$ cat src/design/sadp_cvt.sv
// package of store path constants and double-to-single converter
`timescale 1ns/1ps
package sadp_pkg;
  localparam int PRI_MSB = 31;
  localparam int PRI_LSB = 26;
  localparam int SRC_MSB = 25;
  localparam int SRC_LSB = 21;
  localparam int BAS_MSB = 20;
  localparam int BAS_LSB = 16;
  localparam int IDX_MSB = 15;
  localparam int IDX_LSB = 11;
  localparam int DSP_MSB = 15;
  localparam int XO_MSB = 10;
  localparam int XO_LSB = 1;
  localparam logic [5:0] OP_BYTE = 6'h26;
  localparam logic [5:0] OP_BYTE_U = 6'h27;
  localparam logic [5:0] OP_HALF = 6'h2C;
  localparam logic [5:0] OP_HALF_U = 6'h2D;
  localparam logic [5:0] OP_FSGL = 6'h34;
  localparam logic [5:0] OP_FSGL_U = 6'h35;
  localparam logic [5:0] OP_FDBL = 6'h36;
  localparam logic [5:0] OP_FDBL_U = 6'h37;
  localparam logic [5:0] OP_EXT = 6'h1F;
  localparam logic [9:0] XO_BYTE = 10'h0D7;
  localparam logic [9:0] XO_BYTE_U = 10'h0F7;
  localparam logic [9:0] XO_HALF = 10'h197;
  localparam logic [9:0] XO_HALF_U = 10'h1B7;
  localparam logic [9:0] XO_HALF_BR = 10'h396;
  localparam logic [9:0] XO_FSGL = 10'h297;
  localparam logic [9:0] XO_FSGL_U = 10'h2B7;
  localparam logic [9:0] XO_FDBL = 10'h2D7;
  localparam logic [9:0] XO_FDBL_U = 10'h2F7;
  localparam logic [9:0] XO_FIW = 10'h3D7;
  // optional float-as-integer word store present
  localparam logic FIW_SUPPORTED = 1'b1;
  localparam logic [4:0] GPR_ZERO = 5'h00;
  localparam logic [1:0] SZ_BYTE = 2'h0;
  localparam logic [1:0] SZ_HALF = 2'h1;
  localparam logic [1:0] SZ_WORD = 2'h2;
  localparam logic [1:0] SZ_DBL = 2'h3;
  localparam logic [10:0] EXP_NORM_MIN = 11'h381;
  localparam logic [10:0] EXP_DEN_MIN = 11'h36A;
  localparam logic [10:0] EXP_ZERO = 11'h000;
  typedef enum logic [2:0] {
    K_NONE = 3'h0,
    K_BYTE = 3'h1,
    K_HALF = 3'h3,
    K_HALF_BR = 3'h2,
    K_FSGL = 3'h6,
    K_FDBL = 3'h7,
    K_FIW = 3'h5
  } sadp_kind_type;
endpackage

module sadp_cvt (
  input wire logic [63:0] dbl,
  output logic [31:0] sgl
);
  import sadp_pkg::*;
  logic [10:0] expo;
  logic [23:0] mant;
  logic [10:0] shamt;
  assign expo = dbl[62:52];
  assign mant = {1'b1, dbl[51:29]};
  assign shamt = EXP_NORM_MIN - expo;
  always_comb begin
    if (expo >= EXP_NORM_MIN || expo == EXP_ZERO || expo < EXP_DEN_MIN) begin
      // sign, exponent msb and low seven bits, leading 23 fraction bits
      sgl = {dbl[63:62], dbl[58:29]};
    end else begin
      // below single normal range: denormalise
      sgl = {dbl[63], 8'h00, 23'(mant >> shamt)};
    end
  end
endmodule // sadp_cvt

$ cat src/design/sadp_top.sv
// store address and data path: decode, address, data format, write-back
`timescale 1ns/1ps
module sadp_top (
  input wire logic SYS_CLK,
  input wire logic NRST,
  input wire logic ISSUE_VALID,
  input wire logic [31:0] INSTR,
  input wire logic [31:0] BASE_GPR_VAL,
  input wire logic [31:0] INDEX_GPR_VAL,
  input wire logic [31:0] SOURCE_GPR_VAL,
  input wire logic [63:0] SOURCE_FPR_VAL,
  output logic [4:0] BASE_GPR_SEL,
  output logic [4:0] INDEX_GPR_SEL,
  output logic [4:0] SOURCE_SEL,
  output logic MEM_WR_VALID,
  output logic [31:0] MEM_ADDR,
  output logic [1:0] MEM_SIZE,
  output logic [63:0] MEM_DATA,
  output logic GPR_WR_VALID,
  output logic [4:0] GPR_WR_ADDR,
  output logic [31:0] GPR_WR_DATA,
  output logic ILLEGAL
);
  import sadp_pkg::*;
  sadp_kind_type kind;
  logic upd;
  logic indexed;
  logic [5:0] prim;
  logic [9:0] xo;
  logic [4:0] base_fld;
  logic [31:0] base_opnd;
  logic [31:0] offset;
  logic [31:0] ea;
  logic [31:0] sgl_word;
  logic [1:0] size;
  logic [63:0] data;
  logic bad_form;
  logic go;
  logic mem_wr_valid_ff;
  logic [31:0] mem_addr_ff;
  logic [1:0] mem_size_ff;
  logic [63:0] mem_data_ff;
  logic gpr_wr_valid_ff;
  logic [4:0] gpr_wr_addr_ff;
  logic [31:0] gpr_wr_data_ff;
  logic illegal_ff;

  assign prim = INSTR[PRI_MSB:PRI_LSB];
  assign xo = INSTR[XO_MSB:XO_LSB];
  assign base_fld = INSTR[BAS_MSB:BAS_LSB];
  assign BASE_GPR_SEL = base_fld;
  assign INDEX_GPR_SEL = INSTR[IDX_MSB:IDX_LSB];
  assign SOURCE_SEL = INSTR[SRC_MSB:SRC_LSB];

  // opcode decode
  always_comb begin
    kind = K_NONE;
    upd = 1'b0;
    indexed = 1'b0;
    unique case (prim)
      OP_BYTE, OP_BYTE_U: kind = K_BYTE;
      OP_HALF, OP_HALF_U: kind = K_HALF;
      OP_FSGL, OP_FSGL_U: kind = K_FSGL;
      OP_FDBL, OP_FDBL_U: kind = K_FDBL;
      OP_EXT: begin
        indexed = 1'b1;
        unique case (xo)
          XO_BYTE, XO_BYTE_U: kind = K_BYTE;
          XO_HALF, XO_HALF_U: kind = K_HALF;
          XO_HALF_BR: kind = K_HALF_BR;
          XO_FSGL, XO_FSGL_U: kind = K_FSGL;
          XO_FDBL, XO_FDBL_U: kind = K_FDBL;
          XO_FIW: kind = FIW_SUPPORTED ? K_FIW : K_NONE;
          default: kind = K_NONE;
        endcase
        upd = (xo == XO_BYTE_U) || (xo == XO_HALF_U) ||
              (xo == XO_FSGL_U) || (xo == XO_FDBL_U);
      end
      default: kind = K_NONE;
    endcase
    if (!indexed) begin
      upd = prim[0] && (kind != K_NONE);
    end
  end

  // update with base field 0 is refused as an invalid form
  assign bad_form = upd && (base_fld == GPR_ZERO);
  assign go = ISSUE_VALID && (kind != K_NONE) && !bad_form;

  // effective address
  always_comb begin
    if (!upd && base_fld == GPR_ZERO) begin
      base_opnd = '0;
    end else begin
      base_opnd = BASE_GPR_VAL;
    end
    if (indexed) begin
      offset = INDEX_GPR_VAL;
    end else begin
      offset = {{16{INSTR[DSP_MSB]}}, INSTR[DSP_MSB:0]};
    end
  end
  assign ea = base_opnd + offset;

  sadp_cvt u_cvt (
    .dbl(SOURCE_FPR_VAL),
    .sgl(sgl_word)
  );

  // store data, right-justified, most significant byte at lowest address
  always_comb begin
    size = SZ_WORD;
    data = '0;
    unique case (kind)
      K_BYTE: begin
        size = SZ_BYTE;
        data = {56'h0, SOURCE_GPR_VAL[7:0]};
      end
      K_HALF: begin
        size = SZ_HALF;
        data = {48'h0, SOURCE_GPR_VAL[15:0]};
      end
      K_HALF_BR: begin
        size = SZ_HALF;
        data = {48'h0, SOURCE_GPR_VAL[7:0], SOURCE_GPR_VAL[15:8]};
      end
      K_FSGL: begin
        data = {32'h0, sgl_word};
      end
      K_FDBL: begin
        size = SZ_DBL;
        data = SOURCE_FPR_VAL;
      end
      K_FIW: begin
        // single-produced sources give a word left undefined; low word kept
        data = {32'h0, SOURCE_FPR_VAL[31:0]};
      end
      K_NONE: begin
        size = SZ_WORD;
        data = '0;
      end
    endcase
  end

  // memory write request
  always_ff @(posedge SYS_CLK or negedge NRST) begin
    if (!NRST) begin
      mem_wr_valid_ff <= 1'b0;
      mem_addr_ff <= '0;
      mem_size_ff <= SZ_BYTE;
      mem_data_ff <= '0;
    end else begin
      mem_wr_valid_ff <= go;
      if (go) begin
        mem_addr_ff <= ea;
        mem_size_ff <= size;
        mem_data_ff <= data;
      end
    end
  end

  // base register write-back for update forms
  always_ff @(posedge SYS_CLK or negedge NRST) begin
    if (!NRST) begin
      gpr_wr_valid_ff <= 1'b0;
      gpr_wr_addr_ff <= '0;
      gpr_wr_data_ff <= '0;
    end else begin
      gpr_wr_valid_ff <= go && upd;
      if (go && upd) begin
        gpr_wr_addr_ff <= base_fld;
        gpr_wr_data_ff <= ea;
      end
    end
  end

  always_ff @(posedge SYS_CLK or negedge NRST) begin
    if (!NRST) begin
      illegal_ff <= 1'b0;
    end else begin
      illegal_ff <= ISSUE_VALID && ((kind == K_NONE) || bad_form);
    end
  end

  assign MEM_WR_VALID = mem_wr_valid_ff;
  assign MEM_ADDR = mem_addr_ff;
  assign MEM_SIZE = mem_size_ff;
  assign MEM_DATA = mem_data_ff;
  assign GPR_WR_VALID = gpr_wr_valid_ff;
  assign GPR_WR_ADDR = gpr_wr_addr_ff;
  assign GPR_WR_DATA = gpr_wr_data_ff;
  assign ILLEGAL = illegal_ff;

  chk_byte_data: assert property (
    @(posedge SYS_CLK) disable iff (!NRST)
    go && kind == K_BYTE |=> MEM_WR_VALID && MEM_SIZE == SZ_BYTE &&
      MEM_DATA == {56'h0, $past(SOURCE_GPR_VAL[7:0])})
    else $error("byte store data wrong");

  chk_zero_base: assert property (
    @(posedge SYS_CLK) disable iff (!NRST)
    go && indexed && !upd && base_fld == GPR_ZERO |=>
      MEM_ADDR == $past(INDEX_GPR_VAL))
    else $error("indexed address with zero base wrong");

  chk_disp_upd: assert property (
    @(posedge SYS_CLK) disable iff (!NRST)
    go && !indexed && upd |=> MEM_ADDR == 32'($past(BASE_GPR_VAL) +
      {{16{$past(INSTR[DSP_MSB])}}, $past(INSTR[DSP_MSB:0])}))
    else $error("displacement update address wrong");

  chk_idx_upd: assert property (
    @(posedge SYS_CLK) disable iff (!NRST)
    go && indexed && upd |=>
      MEM_ADDR == 32'($past(BASE_GPR_VAL) + $past(INDEX_GPR_VAL)))
    else $error("indexed update address wrong");

  chk_upd_wback: assert property (
    @(posedge SYS_CLK) disable iff (!NRST)
    GPR_WR_VALID |-> MEM_WR_VALID && GPR_WR_DATA == MEM_ADDR &&
      GPR_WR_ADDR == $past(base_fld))
    else $error("update write-back mismatch");

  chk_half_data: assert property (
    @(posedge SYS_CLK) disable iff (!NRST)
    go && kind == K_HALF |=> MEM_SIZE == SZ_HALF &&
      MEM_DATA[15:0] == $past(SOURCE_GPR_VAL[15:0]))
    else $error("halfword store data wrong");

  chk_half_swap: assert property (
    @(posedge SYS_CLK) disable iff (!NRST)
    go && kind == K_HALF_BR |=> MEM_DATA[15:8] == $past(SOURCE_GPR_VAL[7:0])
      && MEM_DATA[7:0] == $past(SOURCE_GPR_VAL[15:8]))
    else $error("byte-reversed halfword wrong");

  chk_dbl_data: assert property (
    @(posedge SYS_CLK) disable iff (!NRST)
    go && kind == K_FDBL |=> MEM_SIZE == SZ_DBL &&
      MEM_DATA == $past(SOURCE_FPR_VAL))
    else $error("double store data wrong");

  chk_iw_data: assert property (
    @(posedge SYS_CLK) disable iff (!NRST)
    go && kind == K_FIW |=> MEM_SIZE == SZ_WORD &&
      MEM_DATA[31:0] == $past(SOURCE_FPR_VAL[31:0]))
    else $error("integer word store data wrong");

  chk_no_wback: assert property (
    @(posedge SYS_CLK) disable iff (!NRST)
    go && !upd |=> MEM_WR_VALID && !GPR_WR_VALID)
    else $error("non-update store wrote a register");
endmodule // sadp_top

$ cat config.mk
export PLATFORM = sky130hd
export DESIGN_NAME = sadp_top
export DESIGN_NICKNAME = d
export VERILOG_FILES = /design/src/design/sadp_cvt.sv /design/src/design/sadp_top.sv
export SDC_FILE = /design/constraint.sdc
export NUM_CORES = 1
export LEC_CHECK = 0
export CORE_UTILIZATION = 50
export CTS_CLUSTER_SIZE = 25
export DETAILED_ROUTE_END_ITERATION = 10
export DONT_BUFFER_PORTS = 1
export GPL_TIMING_DRIVEN = 1
export PLACE_DENSITY = 0.68
export SYNTH_ARGS = -nofsm -noshare
export SYNTH_HDL_FRONTEND = slang
export SYNTH_HIERARCHICAL = 1
export SYNTH_SLANG_ARGS = --single-unit
$ cat constraint.sdc
create_clock -name SYS_CLK -period 1.2 [get_ports SYS_CLK]
set_input_delay 0.24 -clock SYS_CLK [delete_from_list [all_inputs] [get_ports SYS_CLK]]
set_output_delay 0.24 -clock SYS_CLK [all_outputs]
set_load 0.01 [all_outputs]
==> impl_metrics.json <==
{
  "yosys.area.top_type": "dfrtp_1",
  "post_drt_wl_per_cell_um": 23.8,
  "crit_required_ns": 1.56,
  "io_buffers": 0,
  "start_util_pct": 50.8,
  "async_flop_share_pct": 100,
  "critPathMaxStageDelay_ns": 0.42,
  "synth_top_family_by_area": "compound AO/OA/AOI/OAI gates",
  "die_w_um": 145,
  "syn_inst": 1189,
  "worst-path-stages": 19,
  "drc": 0,
  "synth_area_leaders": "dfrtp_1 (34%), nand2_1 (9.0%), mux2i_1 (5.0%), mux4_2 (4.2%), o21ai_0 (4.0%)",
  "ys_seq_area_share_pct": 33.6,
  "place_ws_ns": -2.79,
  "critPathBufInv": 2,
  "track_usage_pct": 35.2,
  "period_share_pct": 289,
  "grt_pass1_vias": 10700,
  "crit_path_end_kind": "register",
  "fin_crit_ns": 3.47,
  "viasPerCell": 6.33,
  "row_count": 52,
  "worst_pin_slew_ns": 0.576,
  "ant_nets": 0,
  "clock_sinks": 138,
  "hold_viol_final": 138,
  "synth_compound_area_share_pct": 23.1,
  "grt_remaining_overflow": 0,
  "r2r-end": "MEM_ADDR[29]",
  "cts_tree": "yes",
  "setup_violations": 138,
  "vdd_ir_drop_max_mv": 0.865,
  "gp_congestion": 0.934,
  "hold_class": "input pin to async pin",
  "synth.distinct_cells": 86,
  "crit_path_max_fanout": 6,
  "leakagePower_nw": 6.93,
  "finalPower_mw": 18.1,
  "synthSimpleGateAreaFrac_pct": 19.2,
  "crit_type": "input pin to register",
  "r2r_cells": 2,
  "grt_antenna_before_repair": 2,
  "worst_path_max_delay_cell": "or4_1",
  "status": "complete, but fails checks",
  "grt_pass1_wl_um": 58200,
  "violations": "hold timing, setup timing",
  "dp_hpwl_um": 25600,
  "cap_violations": 0,
  "max_freq_mhz": 288,
  "cts_root_buf": "clkbuf_16",
  "vias": 11000,
  "synth_fa_ha_area_share_pct": 4.21,
  "fillers": 1248,
  "drive_gt1_share_pct": 43.1,
  "htreeDepth": 4,
  "routed_wl_um": 41500,
  "relSlewSlack_pct": 61.1,
  "crit_end": "MEM_ADDR[30]",
  "synth_seq_cells": 138,
  "yosysWarnings": 6,
  "core_sq_mm": 0.0202,
  "fin_hold_ws_ns": -0.499,
  "final_net_count": 1689,
  "drt_iter0_drc": 888,
  "r2r_slack_ns": 0.25,
  "synth_nets": 1418,
  "muxShareOfSynthArea_pct": 11.3,
  "syn_avg_cell_area_sq_um": 8.65,
  "first_pass_iters": 5,
  "cts_buffers": 17,
  "netlist_area_sq_mm": 0.0103,
  "rsz0062_at_grt": "yes",
  "fin_ws_ns": -2.27,
  "num_io_pins": 348,
  "fin_cells": 1745,
  "drv_slew": 0,
  "cpLargestDelayFamily": "simple AND/OR/NAND/NOR gates",
  "final_common_cell": "buf_4",
  "powerDensity_mw_per_mm2": 1150,
  "layout_common_cells": "buf_4 (210), nand2_1 (192), dfrtp_1 (138), o21ai_1 (82), buf_6 (57)",
  "fin_tns_setup_ns": -167.39,
  "dp_cells": 1591,
  "synth_edf_count": 0,
  "clk_latency_ns": 0.42,
  "dieArea_sq_mm": 0.0212,
  "crit_top_cell": "o211ai_1",
  "crit_chain": "and4_1, and3_4, nand4_1, o22a_1, nand2_2, a21oi_4, nand3_4, buf_6, and2_4, ha_4, o211ai_1, o211ai_1, and4_4, o2111ai_4, a31oi_4, o41ai_4, buf_4, or4_1, nand3_1",
  "synthXorXnorAreaFrac_pct": 2.30,
  "clk_pin_slew_ns": 0.07,
  "fp.dieH_um": 145,
  "grt_max_degree": 139,
  "start_kind": "input pin",
  "cp-startpoint": "INSTR[29]",
  "syn_to_final_growth_pct": 53.3,
  "clk_path_buf_depth": 2,
  "timing.rr.start": "MEM_ADDR[29]",
  "crit_arrival_ns": 3.83,
  "skew_ns": 0,
  "ys.flop_type": "dfrtp_1",
  "synth_top_area_share_pct": 33.6
}
## how the worst min path moves through the flow
| stage | to | from | depth (start not counted) | slack, ns |
|---|---|---|---|---|
| floorplan | GPR_WR_ADDR[0] | NRST | 0 | -0.06 |
| global placement | MEM_DATA[52] | NRST | 0 | -0.05 |
| detailed placement | MEM_DATA[46] | NRST | 0 | -0.05 |
| CTS | MEM_DATA[52] | NRST | 0 | -0.51 |
| global route | MEM_DATA[52] | NRST | 0 | -0.51 |
| finish | MEM_DATA[52] | NRST | 0 | -0.50 |
## power by group
group | switching (mW) | internal [mW] | leakage, nW
Sequential | 1.14 | 5.48 | 1.82
Combinational | 2.65 | 2.81 | 4.80
Clock | 2.46 | 3.55 | 0.306
## logic make-up after synthesis
family,after synthesis
AO/OA/AOI/OAI,358
flip-flops,138
adder cells (fa/ha/maj),34
AND/OR/NAND/NOR,426
buffers and inverters,116
multiplexers,90
XOR/XNOR,27
## cells in the mapped netlist (all sizes together), types with 14 or more instances
cell,instances
nand3,18
o21ai,146
dfrtp,138
buf,64
ha,33
mux2i,51
nor2,45
mux4,19
nor3,14
mux2,20
inv,21
nand2,246
a21oi,48
a22oi,25
xnor2,15
clkbuf,31
a21o,30
and2,36
o22a,22
## sequential cells by signal, indices dropped and copies added (netlist names)
name and count:
GPR_WR_VALID 1, MEM_ADDR 32, MEM_WR_VALID 1, ILLEGAL 1, GPR_WR_DATA 32, MEM_SIZE 2
GPR_WR_ADDR 5, MEM_DATA 64
## what timing repair did
item                                    4_1_cts  5_1_grt
hold endpoints to repair                    175      139
buffers inserted                             47       44
endpoints found under the setup margin      138      138
resized for setup                           174      236
hold buffers                                 37        1
pin swaps                                    96      103
cloned                                        2       18
## routing by layer
metal	routed length (um)	up-vias	GRT usage, %
li1	-	4830	-
met1	15800	5305	44.9
met2	19400	737	55.2
met3	4360	171	9.53
met4	1970	2	17.5
met5	12	-	0
## final cells by class
class                           count  area, sq um  share of cell area (%)
Clock buffer                       18          429                    2.72
Inverter                           21          149                   0.944
Sequential cell                   138         3450                    21.9
Tap cell                          270          338                    2.14
Timing Repair Buffer              346         3440                    21.8
Multi-Input combinational cell    936         7750                    49.1
Antenna cell                        2         5.00                  0.0317
Clock inverter                     14          210                    1.33
## per-stage QoR
stage | area [sq um] | util (%)
finish | 15800 | 78.0
detailed placement | 12100 | 60.0
global placement | 12100 | 60.0
global route | 15800 | 77.9
CTS | 14300 | 70.7
floorplan | 10700 | -
(Power assumes the default switching activity.)
